File: config.mk
export PLATFORM = sky130hd
export DESIGN_NAME = bpc_ctrl
export DESIGN_NICKNAME = d
export VERILOG_FILES = /design/src/bpc_pkg.sv /design/src/bpc_cmd_decode.sv /design/src/bpc_retry_count.sv /design/src/bpc_ctrl.sv
export VERILOG_INCLUDE_DIRS = /design/src /design/src/src
export SDC_FILE = /design/constraint.sdc
export NUM_CORES = 1
export LEC_CHECK = 0
export BUFFER_PORTS_ARGS = -buffer_cell sky130_fd_sc_hd__buf_2
export CELL_PAD_IN_SITES_DETAIL_PLACEMENT = 1
export CELL_PAD_IN_SITES_GLOBAL_PLACEMENT = 2
export CORE_MARGIN = 3
export CORE_UTILIZATION = 27
export CTS_CLUSTER_DIAMETER = 150
export DETAILED_ROUTE_END_ITERATION = 10
export GPL_TIMING_DRIVEN = 0
export PLACE_DENSITY_LB_ADDON = 0.1
export RECOVER_POWER = 25
export SLEW_MARGIN = 20
export SYNTH_ARGS = -nofsm -noshare
export SYNTH_HDL_FRONTEND = slang
export SYNTH_SLANG_ARGS = --single-unit
export TNS_END_PERCENT = 30
File: constraint.sdc
create_clock -name i_core_clk -period 1.94 [get_ports i_core_clk]
set_input_delay 0.291 -clock i_core_clk [delete_from_list [all_inputs] [get_ports i_core_clk]]
set_output_delay 0.291 -clock i_core_clk [all_outputs]
set_load 0.05 [all_outputs]
File: src/bpc_map.svh
// bpc_map.svh - offsets, field positions, reset values, codes and counts
// of the bus port command select control register bank.
// assumes: included by bare name into the modules that need it; the package does not include it.
`ifndef BPC_MAP_SVH
`define BPC_MAP_SVH

// ----------------------------------------------------------------
// register offset and layout
// ----------------------------------------------------------------
`define BPC_CTRL_OFFSET 8'h28
`define BPC_CTRL_RESET 32'h0000_0000
`define BPC_CTRL_MASK 32'h0003_FFF8
`define BPC_BIT_BURST 17
`define BPC_BIT_FORCE 16
`define BPC_BIT_MCAST 15
`define BPC_BIT_BCAST 14
`define BPC_BIT_HALT 13
`define BPC_BIT_RSVD 12
`define BPC_BIT_VQ 11
`define BPC_BIT_KILL 10
`define BPC_BIT_WRKILL 9
`define BPC_BIT_USER 8
`define BPC_BIT_IFACE 7
`define BPC_BIT_IRQ 6
`define BPC_BIT_IPI 5
`define BPC_BIT_PNXT 4
`define BPC_BIT_RTOEV 3

// ----------------------------------------------------------------
// received bus command codes
// ----------------------------------------------------------------
`define BPC_CMD_RESV0 4'h0
`define BPC_CMD_READ 4'h1
`define BPC_CMD_RDLOCK 4'h2
`define BPC_CMD_WRITE 4'h3
`define BPC_CMD_WRUNLK 4'h4
`define BPC_CMD_RDCI 4'h5
`define BPC_CMD_WRCI 4'h6
`define BPC_CMD_IPI 4'h7
`define BPC_CMD_IRQ 4'h8
`define BPC_CMD_RESV9 4'h9
`define BPC_CMD_HALT 4'hA
`define BPC_CMD_KILL 4'hB
`define BPC_CMD_BCAST 4'hC
`define BPC_CMD_VQ 4'hD

// ----------------------------------------------------------------
// event codes and retry limit
// ----------------------------------------------------------------
`define BPC_EV_RETRY_TMO 5'h1D
`define BPC_EV_RETRY_CNF 5'h01
`define BPC_RETRY_LIMIT 4096

`endif

File: src/bpc_pkg.sv
// bpc_pkg.sv - types shared by the bus port command select control block.
// assumes: nothing; holds types only.
package bpc_pkg;

	// ----------------------------------------------------------------
	// space code classes presented with the select strobe
	// ----------------------------------------------------------------
	typedef enum logic [3:0] {
		BPC_SC_NONE = 4'b0000,
		BPC_SC_MCAST = 4'b0001,
		BPC_SC_BCAST = 4'b0010,
		BPC_SC_HALT = 4'b0011,
		BPC_SC_RSVD = 4'b0100,
		BPC_SC_VQ = 4'b0101,
		BPC_SC_KILL = 4'b0110,
		BPC_SC_WRKILL = 4'b0111,
		BPC_SC_USER = 4'b1000,
		BPC_SC_IFACE = 4'b1001,
		BPC_SC_IRQ = 4'b1010,
		BPC_SC_IPI = 4'b1011
	} bpc_space_e;

	// ----------------------------------------------------------------
	// forced interprocessor interrupt sequencer
	// ----------------------------------------------------------------
	typedef enum logic [1:0] {
		BPC_FI_IDLE = 2'b00,
		BPC_FI_ARB = 2'b01,
		BPC_FI_SEND = 2'b10
	} bpc_fi_state_e;

endpackage

File: src/bpc_cmd_decode.sv
// bpc_cmd_decode.sv - combinational classifier of one received command.
// assumes: command code and address flags are stable while i_cmd_valid is
// high; the caller registers the result.
`timescale 1ns/10ps
`include "bpc_map.svh"

module bpc_cmd_decode
	import bpc_pkg::*;
(
	input wire logic i_cmd_valid, // received command this cycle
	input wire logic [3:0] i_cmd_code, // received command code
	input wire logic i_addr_bcast, // address in broadcast space
	input wire logic i_addr_io, // address in i/o space
	input wire logic i_addr_mailbox, // address hits console mailbox
	input wire logic i_addr_iface, // first 256 bytes of node space
	input wire logic i_ipi_mask_match, // ipi source matches mask register
	input wire logic [31:0] i_ctrl, // control register contents
	output bpc_space_e o_class, // chosen class, none if no select
	output logic o_vq // vector query seen, any enable
);

	// read-type and write-type groups; the write group is used twice below, the read group once
	function automatic logic is_read(input logic [3:0] c);
		is_read = (c == `BPC_CMD_READ) || (c == `BPC_CMD_RDLOCK) || (c == `BPC_CMD_RDCI);
	endfunction

	function automatic logic is_write(input logic [3:0] c);
		is_write = (c == `BPC_CMD_WRITE) || (c == `BPC_CMD_WRUNLK) || (c == `BPC_CMD_WRCI);
	endfunction

	// -----------------------------------------------------------------
	// classification; a single class per command, first match wins
	// -----------------------------------------------------------------
	always_comb
	begin
		logic rw;
		rw = is_read(i_cmd_code) || is_write(i_cmd_code);
		o_class = BPC_SC_NONE;
		o_vq = i_cmd_valid && (i_cmd_code == `BPC_CMD_VQ);
		if (i_cmd_valid)
		begin
			// address classes first, then command classes
			if (rw && i_addr_bcast && i_ctrl[`BPC_BIT_MCAST])
				o_class = BPC_SC_MCAST;
			else if (rw && i_addr_iface && i_ctrl[`BPC_BIT_IFACE])
				o_class = BPC_SC_IFACE;
			else if (rw && i_addr_mailbox && i_ctrl[`BPC_BIT_USER])
				o_class = BPC_SC_USER;
			else if (is_write(i_cmd_code) && !i_addr_io && i_ctrl[`BPC_BIT_WRKILL])
				o_class = BPC_SC_WRKILL;
			else if (!rw)
			begin
				case (i_cmd_code)
					`BPC_CMD_BCAST: if (i_ctrl[`BPC_BIT_BCAST]) o_class = BPC_SC_BCAST;
					`BPC_CMD_HALT: if (i_ctrl[`BPC_BIT_HALT]) o_class = BPC_SC_HALT;
					`BPC_CMD_RESV0, `BPC_CMD_RESV9:
						if (i_ctrl[`BPC_BIT_RSVD]) o_class = BPC_SC_RSVD;
					`BPC_CMD_VQ: if (i_ctrl[`BPC_BIT_VQ]) o_class = BPC_SC_VQ;
					`BPC_CMD_KILL: if (i_ctrl[`BPC_BIT_KILL]) o_class = BPC_SC_KILL;
					`BPC_CMD_IRQ: if (i_ctrl[`BPC_BIT_IRQ]) o_class = BPC_SC_IRQ;
					`BPC_CMD_IPI:
						if (i_ipi_mask_match && i_ctrl[`BPC_BIT_IPI]) o_class = BPC_SC_IPI;
					default: o_class = BPC_SC_NONE;
				endcase
			end
		end
	end

endmodule // bpc_cmd_decode

File: src/bpc_retry_count.sv
// bpc_retry_count.sv - counts consecutive retry answers to one transaction.
// assumes: i_retry and i_txn_end are one-cycle pulses from the master port.
`timescale 1ns/10ps
`include "bpc_map.svh"

module bpc_retry_count #(
	parameter int RETRY_LIMIT = `BPC_RETRY_LIMIT // retries before timeout
) (
	input wire logic i_core_clk, // core clock
	input wire logic i_resetn, // synchronous reset, active low
	input wire logic i_retry, // retry answer received
	input wire logic i_txn_end, // transaction ended any other way
	output logic o_timeout // one-cycle pulse on the limit-th retry
);

	localparam int CW = $clog2(RETRY_LIMIT + 1);
	localparam logic [CW-1:0] LAST = CW'(RETRY_LIMIT - 1);

	logic [CW-1:0] count_r; // retries seen so far

	// -----------------------------------------------------------------
	// consecutive count; any other ending restarts it
	// -----------------------------------------------------------------
	always_ff @(posedge i_core_clk)
	begin
		if (!i_resetn)
			count_r <= '0;
		else if (i_txn_end)
			count_r <= '0;
		else if (i_retry)
			count_r <= (count_r == LAST) ? '0 : count_r + 1'b1;
	end

	// timeout pulse on the retry that reaches the limit
	assign o_timeout = i_retry && !i_txn_end && (count_r == LAST);

endmodule // bpc_retry_count

File: src/bpc_ctrl.sv
// bpc_ctrl.sv - bus port command select control register and its logic.
// assumes: one core clock; register port, bus arbitration, command receive
// and master port pulses are synchronous to it.
`timescale 1ns/10ps
`include "bpc_map.svh"

module bpc_ctrl
	import bpc_pkg::*;
#(
	parameter int RETRY_LIMIT = `BPC_RETRY_LIMIT, // consecutive retries to timeout
	parameter logic [4:0] CNF_CODE = `BPC_EV_RETRY_CNF // retry confirmation event code
) (
	input wire logic i_core_clk, // core clock, 100 MHz
	input wire logic i_resetn, // power-fail reset, active low
	input wire logic i_reg_wr, // register write strobe
	input wire logic i_reg_rd, // register read strobe
	input wire logic [7:0] i_reg_addr, // register byte offset
	input wire logic [31:0] i_reg_wdata, // register write data
	output logic [31:0] o_reg_rdata, // register read data, one cycle late
	input wire logic i_arb_won, // pulse: this node won arbitration
	input wire logic i_master_abort, // master abort input
	output logic o_no_arb, // no-arbitration line, active high
	output logic o_ipi_arb_req, // forced ipi wants the bus
	input wire logic [15:0] i_ipi_dest, // ipi destination register
	output logic [15:0] o_ipi_dest, // destination of forced command
	input wire logic i_ipi_sent, // pulse: forced command transmitted
	input wire logic i_cmd_valid, // pulse: command received
	input wire logic [3:0] i_cmd_code, // received command code
	input wire logic i_addr_bcast, // address in broadcast space
	input wire logic i_addr_io, // address in i/o space
	input wire logic i_addr_mailbox, // address hits console mailbox
	input wire logic i_addr_iface, // address in first 256 node bytes
	input wire logic i_ipi_mask_match, // ipi matches mask register
	output logic o_sel, // port select strobe, active high
	output logic [3:0] o_space_code, // space code with select
	output logic o_vq_take_part, // take part in vector query
	input wire logic i_wr_data, // pulse: one write data longword
	input wire logic i_wr_last, // with i_wr_data: last longword
	output logic o_next_strobe, // port next strobe, active high
	input wire logic i_retry, // pulse: retry answer received
	input wire logic i_txn_end, // pulse: transaction ended otherwise
	output logic o_event_valid, // event code lines carry a code
	output logic [4:0] o_event_code, // event code lines
	output logic o_tmo_error // pulse: set retry-timeout error bit
);

	// -----------------------------------------------------------------
	// declarations
	// -----------------------------------------------------------------
	logic [31:0] ctrl_r; // control register
	logic burst_r; // burst hold state
	bpc_fi_state_e fi_r; // forced ipi sequencer
	logic extra_r; // extra next strobe owed
	bpc_space_e dec_class; // decoded class this cycle
	logic dec_vq; // vector query seen this cycle
	logic tmo_pulse; // retry timeout this cycle
	logic ctrl_wr; // write hits the control register
	logic force_clr; // hardware clears force bit

	assign ctrl_wr = i_reg_wr && (i_reg_addr == `BPC_CTRL_OFFSET);
	assign force_clr = (fi_r == BPC_FI_SEND) && i_ipi_sent;

	// -----------------------------------------------------------------
	// control register
	// -----------------------------------------------------------------
	// firmware loads it once; later writes still act at once, since
	// blocking them would hide a firmware fault rather than fix it
	always_ff @(posedge i_core_clk)
	begin
		if (!i_resetn)
			ctrl_r <= `BPC_CTRL_RESET;
		else if (ctrl_wr)
		begin
			// a write that sets the force bit wins over a same-cycle clear
			ctrl_r <= i_reg_wdata & `BPC_CTRL_MASK;
			if (force_clr && !i_reg_wdata[`BPC_BIT_FORCE])
				ctrl_r[`BPC_BIT_FORCE] <= 1'b0;
		end
		else if (force_clr)
			ctrl_r[`BPC_BIT_FORCE] <= 1'b0;
	end

	// registered read; unmapped offsets read zero
	always_ff @(posedge i_core_clk)
	begin
		if (!i_resetn)
			o_reg_rdata <= 32'h0000_0000;
		else if (i_reg_rd)
			o_reg_rdata <= (i_reg_addr == `BPC_CTRL_OFFSET) ? ctrl_r : 32'h0000_0000;
	end

	// -----------------------------------------------------------------
	// burst hold
	// -----------------------------------------------------------------
	// software keeps the burst bit clear for loopback, so no loopback
	// qualifier is carried here
	always_ff @(posedge i_core_clk)
	begin
		if (!i_resetn)
			burst_r <= 1'b0;
		else if (!ctrl_r[`BPC_BIT_BURST] || i_master_abort)
			burst_r <= 1'b0;
		else if (i_arb_won)
			burst_r <= 1'b1;
	end

	// the line follows the hold state, registered
	always_ff @(posedge i_core_clk)
	begin
		if (!i_resetn)
			o_no_arb <= 1'b0;
		else
			o_no_arb <= ctrl_r[`BPC_BIT_BURST] && !i_master_abort && (burst_r || i_arb_won);
	end

	// -----------------------------------------------------------------
	// forced interprocessor interrupt
	// -----------------------------------------------------------------
	always_ff @(posedge i_core_clk)
	begin
		if (!i_resetn)
			fi_r <= BPC_FI_IDLE;
		else
		begin
			case (fi_r)
				BPC_FI_IDLE: // wait for software to set the force bit
					if (ctrl_r[`BPC_BIT_FORCE])
						fi_r <= BPC_FI_ARB;
				BPC_FI_ARB: // request the bus until won
					if (!ctrl_r[`BPC_BIT_FORCE])
						fi_r <= BPC_FI_IDLE;
					else if (i_arb_won)
						fi_r <= BPC_FI_SEND;
				BPC_FI_SEND: // command goes out; outcome only on events
					if (i_ipi_sent)
						fi_r <= BPC_FI_IDLE;
				default:
					fi_r <= BPC_FI_IDLE;
			endcase
		end
	end

	// bus request and destination for the forced command
	always_ff @(posedge i_core_clk)
	begin
		if (!i_resetn)
		begin
			o_ipi_arb_req <= 1'b0;
			o_ipi_dest <= 16'h0000;
		end
		else
		begin
			o_ipi_arb_req <= (fi_r == BPC_FI_IDLE) ? ctrl_r[`BPC_BIT_FORCE] :
				(fi_r == BPC_FI_ARB) && ctrl_r[`BPC_BIT_FORCE] && !i_arb_won;
			if (fi_r == BPC_FI_IDLE)
				o_ipi_dest <= i_ipi_dest;
		end
	end

	// -----------------------------------------------------------------
	// received command select
	// -----------------------------------------------------------------
	bpc_cmd_decode u_decode (
		.i_cmd_valid(i_cmd_valid),
		.i_cmd_code(i_cmd_code),
		.i_addr_bcast(i_addr_bcast),
		.i_addr_io(i_addr_io),
		.i_addr_mailbox(i_addr_mailbox),
		.i_addr_iface(i_addr_iface),
		.i_ipi_mask_match(i_ipi_mask_match),
		.i_ctrl(ctrl_r),
		.o_class(dec_class),
		.o_vq(dec_vq)
	);

	// one strobe per command, code held only with the strobe
	always_ff @(posedge i_core_clk)
	begin
		if (!i_resetn)
		begin
			o_sel <= 1'b0;
			o_space_code <= 4'h0;
			o_vq_take_part <= 1'b0;
		end
		else
		begin
			o_sel <= (dec_class != BPC_SC_NONE);
			o_space_code <= dec_class;
			o_vq_take_part <= dec_vq;
		end
	end

	// -----------------------------------------------------------------
	// next strobe for write data
	// -----------------------------------------------------------------
	// pipeline enable must track the port controller a
	// mismatch leaves the write-silo pointer one off, not detected here
	always_ff @(posedge i_core_clk)
	begin
		if (!i_resetn)
			extra_r <= 1'b0;
		else
			extra_r <= i_wr_data && i_wr_last && ctrl_r[`BPC_BIT_PNXT];
	end

	always_ff @(posedge i_core_clk)
	begin
		if (!i_resetn)
			o_next_strobe <= 1'b0;
		else
			o_next_strobe <= i_wr_data || extra_r;
	end

	// -----------------------------------------------------------------
	// retry timeout event
	// -----------------------------------------------------------------
	bpc_retry_count #(
		.RETRY_LIMIT(RETRY_LIMIT)
	) u_retry (
		.i_core_clk(i_core_clk),
		.i_resetn(i_resetn),
		.i_retry(i_retry),
		.i_txn_end(i_txn_end),
		.o_timeout(tmo_pulse)
	);

	// event code stands one cycle per timeout
	always_ff @(posedge i_core_clk)
	begin
		if (!i_resetn)
		begin
			o_event_valid <= 1'b0;
			o_event_code <= 5'h00;
			o_tmo_error <= 1'b0;
		end
		else
		begin
			o_event_valid <= tmo_pulse;
			o_tmo_error <= tmo_pulse;
			if (!tmo_pulse)
				o_event_code <= 5'h00;
			else if (ctrl_r[`BPC_BIT_RTOEV])
				o_event_code <= `BPC_EV_RETRY_TMO;
			else
				o_event_code <= CNF_CODE;
		end
	end
endmodule // bpc_ctrl

Word level (Yosys, flattened, before mapping). Cells that the tools add are included.

Bits in registers: 95. Output and inout bits: 64. Input bits: 77.

Reductions and logical operators: 44. Muxes and demuxes: 26. $add $sub $neg: 1. Bitwise gates (word level): 1. Equality and inequality tests: 20.

Operators with widths (number): $mux 4 (8); $pmux 4 s7 (1); $eq 4x4->1 const B (6); $logic_and 1x1->1 (21); $mux 18 (1); $eq 4x3->1 const B (4); $add 13x1->13 const B (1); $eq 13x12->1 const B (1); $mux 13 (1); $mux 2 (6); $mux 3 (3); $eq 4x2->1 const B (2); $eq 8x6->1 const B (1); $logic_or 1x1->1 (8); $logic_not 1->1 (6); $pmux 2 s3 (1); $reduce_or 2->1 (3); $mux 5 (1); $eq 4x1->1 const B (1); $logic_not 4->1 (1); $mux 1 (4); $ne 2x2->1 const B (2); $reduce_bool 4->1 (1); $ne 3x3->1 const B (1); other kinds (7) (7).

Depth between registers and ports, before layout. Gate-level depths: netlist (run 1).

Depth after elaboration: 11. Gate-level depth with buffers: 6. Mapped depth without buffers: 6.

Modules after synthesis. A second synthesis (run 1) with hierarchy kept.

Cells, all modules: 376. Area total of the unflattened synthesis: 3427.0 µm².

By module, submodules not included: bpc_ctrl (instances 1, area each 2503.7 µm², cells an instance 266); bpc_retry_count (instances 1, area each 605.6 µm², cells an instance 64); bpc_cmd_decode (instances 1, area each 317.8 µm², cells an instance 46).

Least setup slack after synthesis (run 1). Ideal clock, no wire load.

Path kind: input to register. Start point: input i_cmd_code[0]. End point: register o_sel. Stages on the path: 6. Buffers on the path: 1. Arrival: 1.337 ns. Library setup time: 0.138 ns. Slack: 0.465 ns. Path through: buf_4 nand2b_1 a2111oi_2 a311o_1 nor4_2 o221ai_1.

Longest elaborated chain between the ends: 11. Elaborated cells between the ends (all ways): 36.

RTL lines: from (decl) (line bpc_ctrl.sv:28) `input wire logic [3:0] i_cmd_code,`; branches (longest 8 deep; another with $pmux 4 s7); $mux 4 * (line bpc_cmd_decode.sv:43) `` if (rw && i_addr_bcast && i_ctrl[`BPC_BIT_MCAST]) ``; $mux 4 * (line bpc_cmd_decode.sv:40) `if (i_cmd_valid)`; $reduce_bool 4->1 * (line bpc_ctrl.sv:187) `o_sel <= (dec_class != BPC_SC_NONE);`; to (signal assigned) (line bpc_ctrl.sv:187); to (decl) (line bpc_ctrl.sv:34) `output logic o_sel,`.

Mark *: on every way between the ends. A chain may end at the register's enable or synchronous reset.

Worst setup path in the final report (run 1).
Start point: input i_reg_addr[1]. End point: register ctrl_r[17].

Longest elaborated chain between the ends: 2.

RTL lines: from (decl) (line bpc_ctrl.sv:17) `input wire logic [7:0] i_reg_addr,`; $eq 8x6->1 (no source line); $logic_and 1x1->1 (line bpc_ctrl.sv:60) `` assign ctrl_wr = i_reg_wr && (i_reg_addr == `BPC_CTRL_OFFSET); ``; to (signal assigned) (line bpc_ctrl.sv:71) `` ctrl_r <= `BPC_CTRL_RESET; ``; to (signal assigned) (line bpc_ctrl.sv:75) `` ctrl_r <= i_reg_wdata & `BPC_CTRL_MASK; ``; to (decl) (line bpc_ctrl.sv:50) `logic [31:0] ctrl_r;`.

No other way between the ends.

==> impl_metrics.yaml, run 1 <==
final_layout:
  diodes: 0
  fillers: 1430
  nets: 567
  layout-drive-gt1-share: 0.277
  syn2layout_area_growth_pct: 31.1
floorplan:
  coreArea_sq_mm: 0.0116
  die_h_um: 116
  die_w_um: 116
  num_io_pins: 141
  fp.dieArea_sq_mm: 0.0135
  start_util: 0.282
  rows: 39
clock_network:
  htree_levels: 3
  cts_hold_buf: 0
  cts_resized: 0
  cts.path.max_buffers: 2
  cts-root-buf: "clkbuf_16"
  cts_tree: "yes"
  cts_buffers: 9
  post-cts-setup-buffers: 0
  insertion_delay_ns: 0.32
  clk_pin_slew_ns: 0.05
  clock-sinks: 75
pwr:
  p_leak_uw: 0.00195
  finalPower_uw: 3540
  switching_power_uw: 849
  switching_share: 0.240
  p_seq_frac: 0.444
  internal_power_uw: 2690
  p_comb_frac: 0.103
  power.density_mw_per_mm2: 825
  ir_worst_vdd_mv: 0.553
  p_clk_frac: 0.453
worst_setup_path:
  endpoint_kind: "register"
  crit_path_end: "ctrl_r[17]"
  reg2reg_to: "u_retry.count_r[6]"
  worst_r2r_path_depth: 6
  cp-startpoint: "i_reg_addr[1]"
  crit_arrival_ns: 1.97
  cp.required_ns: 2.15
  path_class: "in -> reg"
  cp-start-kind: "input port"
  r2r_setup_slack_ns: 0.20
  critPathMaxFanout: 10
  r2r-start: "u_retry.count_r[0]"
logic_synthesis:
  syn_avg_cell_area_sq_um: 9.11
  ys_ff_latch: 75
  yosysWarnings: 0
  synth.area.mux_share: 0.0429
  synth_area_sq_mm: 0.00327
  seq_area_frac_synth: 0.459
  synthXorXnorAreaFrac: 0.0268
  synth_top_family_by_area: "simple AND/OR/NAND/NOR gates"
  synthAdderAreaFrac: 0.00383
  syn_inst: 359
  synth.distinct_cells: 52
  synth_compound_area_frac: 0.113
  synthSimpleGateAreaFrac: 0.275
timing:
  worst_pin_slew_ns: 0.611
  fin_crit_ns: 1.76
  finalHoldViolations: 0
  max_freq_ghz: 0.567
  fin_crit_sh: 0.909
  setup_viol: 0
  fin_worst_skew_ns: 0.00284
  tns_ns: 0
  slew_headroom: 0.594
  slew_viol_final: 0
  rsz0062_at_grt: "no"
grt:
  grt.overflow.total: 0
  grt_pass1_vias: 2822
  grt_antenna_before_repair: 1
  grt_first_pass_wirelength_um: 14000
  grt_max_degree: 12
  groute.usage.overall: 0.136
place:
  hpwl_um: 6840
  io_buffers: 102
  routabilityCongestion: 0.742
drt:
  viasPerCell: 4.48
  drt-pass1-iter-count: 4
  wl_um: 8870
  drtIter0Drc: 70
  ant_nets: 0
  drcViolationCount: 0
  vias: 2852
  wl_per_cell_um: 13.9
flow_run:
  maxCapViolations: 0
worst_hold_path:
  hold_class: "in -> reg"
run_status:
  status: "finished clean"
sequential cells by signal, indices dropped and copies added (netlist names), 2 cells and up:
signal,cells
ctrl_r,15
o_ipi_dest,16
o_reg_rdata,15
u_retry.count_r,13
o_space_code,4
fi_r,2
o_event_code,2
per-stage QoR:
stage | instance area [sq um] | setup WS [ns] | hold slack [ns] | std cells | util
final | 4290 | 0.177 | 0.145 | 637 | 0.369
after CTS | 4320 | 0.152 | 0.133 | 637 | 0.372
after global placement | 4020 | 0.121 | 0.424 | 621 | 0.346
after floorplan | 3330 | 0.465 | 0.369 | 376 | -
after detailed placement | 4020 | 0.135 | 0.425 | 621 | 0.346
after global routing | 4290 | 0.0263 | 0.133 | 637 | 0.369
worst max-delay path: stages:
cell and delay (ns):
buf_2 0.11, nor4b_1 0.53, nand3_1 0.43, buf_2 0.37, mux2i_1 0.19, nor2b_1 0.06
layout make-up:
class	count	area (sq um)	area share
timing repair buffer	102	494	0.115
clock inverter	1	5.00	0.00117
inverter	5	18.8	0.00438
buffer	37	235	0.0549
multi-input combinational	259	1570	0.365
sequential	75	1500	0.350
tap	143	179	0.0417
clock buffer	15	288	0.0671
kinds of logic (layout without fill, tap and decap cells):
logic type               after synthesis  after routing
multiplexers                          14             14
AO/OA/AOI/OAI                         54             54
flip-flops                            75             75
XOR/XNOR                              10             10
adder cells (fa/ha/maj)                1              1
other                                  1             18
AND/OR/NAND/NOR                      162            162
buffers and inverters                 42            160
cell usage in the layout (no fill, tap or decap), drive strengths merged, types with 2 or more instances in the layout:
cell type  netlist  layout
a21oi           19      19
nand2           46      46
dfxtp           75      75
nor3             7       7
a211oi           2       2
xor2             7       7
buf             27     115
nand2b           6       6
nand3            7       7
and2             2       2
inv              5       5
mux2i           14      14
a21boi          18      18
nor4b            2       2
and3             4       4
nand4            7       7
nand3b           4       4
nor4             2       2
nor2            20      20
a31oi            2       2
xnor2            3       3
clkbuf          10      39
o211ai           2       2
conb             1      18
nor2b           48      48
o21ai            2       2
routing by layer:
metal / wire length (um) / up-vias / global-route usage / part of all wire
li1: - / 1430 / - / -
met1: 3920 / 1333 / 0.164 / 0.44
met5: 11 / - / 0 / 0.0012
met2: 4160 / 79 / 0.219 / 0.47
met4: 89 / 2 / 0.0302 / 0.010
met3: 689 / 8 / 0.0668 / 0.078
synthesized netlist by cell type, drive strengths merged:
library cell	n	area, sq um
or4	1	7.51
and2b	1	7.51
a31o	1	8.76
a2111oi	1	15.0
and4b	1	10.0
nor4	2	18.8
a31oi	2	12.5
a21oi	19	95.1
and3	4	30.0
nor2	20	75.1
xnor2	3	26.3
o221ai	1	8.76
a41o	1	10.0
nand3b	4	42.5
inv	5	18.8
a22oi	1	7.51
or3	1	6.26
mux2i	14	140
or2	1	6.26
nor4bb	1	10.0
nand4	7	43.8
and4	1	8.76
a21boi	18	135
xor2	7	61.3
clkbuf	10	37.5
dfxtp	75	1500
buf	27	199
o21ai	2	10.0
a211oi	2	15.0
a311o	1	10.0
and2	2	12.5
nand2b	6	37.5
nand3	7	40.0
ha	1	12.5
o211ai	2	20.0
nor4b	2	30.0
o21a	1	7.51
nor2b	48	300
nor3	7	40.0
nand2	46	173
o22ai	1	6.26
a21o	1	7.51
conb	1	3.75
worst min path at each step:
stage,start,endpoint,depth (start not counted)
2_1_floorplan,i_master_abort,burst_r,1
3_3_place_gp,extra_r,o_next_strobe,1
3_5_place_dp,extra_r,o_next_strobe,1
4_1_cts,i_master_abort,burst_r,2
5_1_grt,i_master_abort,burst_r,2
6_report,i_master_abort,burst_r,2
power by group through the flow:
stage | registers [uW] | logic, uW | clock network [uW]
floorplan | 1670 | 187 | 0
global placement | 1600 | 365 | 0
detailed placement | 1610 | 369 | 0
CTS | 1570 | 370 | 1670
global route | 1570 | 392 | 1760
finish | 1570 | 364 | 1600
(Power assumes the default switching activity.)
==> run 2: changes to the inputs <==
Settings changed: CORE_MARGIN 3 to default.
==> run 2 against run 1 <==
The run now ends with DRC left. Utilization is essentially flat. Worst hold slack lost 0.0055 ns. Critical path depth is the same. Worst setup slack gained 0.061 ns. Combinational power is essentially flat. Register-to-register slack gained 0.06 ns. Routed wire length shrank 3.5%. Flip-flop and latch count is the same. Sequential power is essentially flat. Cell area is essentially flat. Critical endpoint is now ctrl_r[14].
==> impl_metrics.yaml, run 2 (synthesized netlist as in run 1, its figures left out) <==
clock_network:
  cts-root-buf: "clkbuf_16"
  cts.path.max_buffers: 2
  htree_levels: 3
  cts_tree: "yes"
  insertion_delay_ns: 0.33
  clk_pin_slew_ns: 0.05
  cts_buffers: 9
  clock-sinks: 75
  cts_hold_buf: 0
  post-cts-setup-buffers: 0
  cts_resized: 0
place:
  hpwl_um: 6460
  io_buffers: 102
  routabilityCongestion: 0.724
  numPlacedInstances: 621
pwr:
  switching_share: 0.245
  internal_power_uw: 2690
  power.density_mw_per_mm2: 831
  p_clk_frac: 0.457
  ir_worst_vdd_mv: 0.331
  p_comb_frac: 0.102
  switching_power_uw: 871
  finalPower_uw: 3560
  p_leak_uw: 0.00195
  p_seq_frac: 0.442
worst_setup_path:
  cp-startpoint: "i_reg_addr[1]"
  path_class: "in -> reg"
  endpoint_kind: "register"
  r2r-start: "u_retry.count_r[0]"
  reg2reg_to: "u_retry.count_r[2]"
  critPathMaxFanout: 10
  cp.required_ns: 2.16
  cp-start-kind: "input port"
  crit_arrival_ns: 1.92
  r2r_setup_slack_ns: 0.26
  worst_r2r_path_depth: 6
run_status:
  failed_checks: "DRC"
  status: "finished with violations"
timing:
  fin_crit_sh: 0.877
  slew_headroom: 0.579
  rsz0062_at_grt: "no"
  worst_pin_slew_ns: 0.634
  slew_viol_final: 0
  setup_viol: 0
  fin_worst_skew_ns: 0.00448
  tns_ns: 0
  finalHoldViolations: 0
  max_freq_ghz: 0.588
  fin_crit_ns: 1.70
grt:
  grt_first_pass_wirelength_um: 14000
  groute.usage.overall: 0.144
  grt_max_degree: 12
  grt.overflow.total: 0
  grt_pass1_vias: 2803
  grt_antenna_before_repair: 0
drt:
  drt-pass1-iter-count: 9
  wl_um: 8550
  drcViolationCount: 5
  viasPerCell: 4.37
  vias: 2785
  ant_nets: 0
  drtIter0Drc: 91
  wl_per_cell_um: 13.4
final_layout:
  diodes: 0
  nets: 567
  layout-drive-gt1-share: 0.273
  fin_cells: 637
  largest_reg_flops: 16
  syn2layout_area_growth_pct: 31.0
  top_register: "o_ipi_dest"
  layout_common_cells: "buf_2, dfxtp_1, nor2b_1"
  layout_commonest_cell: "buf_2"
  top_regs: "o_ipi_dest x16, ctrl_r x15, o_reg_rdata x15"
floorplan:
  coreArea_sq_mm: 0.0116
  rows: 39
  die_w_um: 112
  fp.dieArea_sq_mm: 0.0126
  die_h_um: 112
  start_util: 0.282
  num_io_pins: 141
worst_hold_path:
  hold_start: "i_master_abort"
  hold_end: "o_no_arb"
  min_path_cells: 2
  hold_class: "in -> reg"
flow_run:
  maxCapViolations: 0
run 2: cell types whose count changed in the layout (fill, tap and decap cells not counted):
| cell | change |
|---|---|
| buf_2 | -2 |
| clkbuf_1 | +2 |
run 2: area by class of cell:
class / instances / area (sq um)
tap: 143 / 179
fill: 1433 / 7330
timing repair buffer: 102 / 490
clock buffer: 15 / 288
multi-input combinational: 259 / 1570
clock inverter: 1 / 5.00
sequential: 75 / 1500
buffer: 37 / 236
inverter: 5 / 18.8
run 2: layer usage:
layer,track usage,up-vias,share of wire
li1,-,1427,-
met1,0.175,1264,0.46
met2,0.234,85,0.45
met3,0.0513,9,0.077
met4,0.0587,0,0.014
met5,0,-,0
run 2: how the worst max path moves through the flow:
| stage | endpoint | slack, ns | depth (start not counted) |
|---|---|---|---|
| final | ctrl_r[14] | 0.24 | 6 |
| after global routing | u_retry.count_r[6] | 0.006 | 6 |
| after CTS | u_retry.count_r[2] | 0.20 | 6 |
| after detailed placement | ctrl_r[17] | 0.15 | 6 |
| after global placement | ctrl_r[9] | 0.15 | 6 |
| after floorplan | o_sel | 0.46 | 6 |
run 2: through the flow:
stage / utilization / hold WS (ns) / setup WS [ns] / area, sq um
2_1_floorplan: - / 0.369 / 0.465 / 3330
3_3_place_gp: 0.346 / 0.423 / 0.155 / 4020
3_5_place_dp: 0.346 / 0.415 / 0.147 / 4020
4_1_cts: 0.372 / 0.126 / 0.204 / 4320
5_1_grt: 0.369 / 0.130 / 0.00573 / 4280
6_report: 0.369 / 0.140 / 0.238 / 4280
run 2: critical path, cell delays in order:
cell     delay, ns
buf_2         0.10
nor4b_1       0.49
nand3_1       0.42
buf_2         0.37
mux2i_1       0.19
nor2b_1       0.06
run 2: power groups by stage:
stage	clock, uW	sequential [uW]	combinational [uW]
detailed placement	0	1610	368
global route	1750	1570	390
CTS	1690	1570	369
floorplan	0	1670	187
global placement	0	1600	365
finish	1620	1570	362
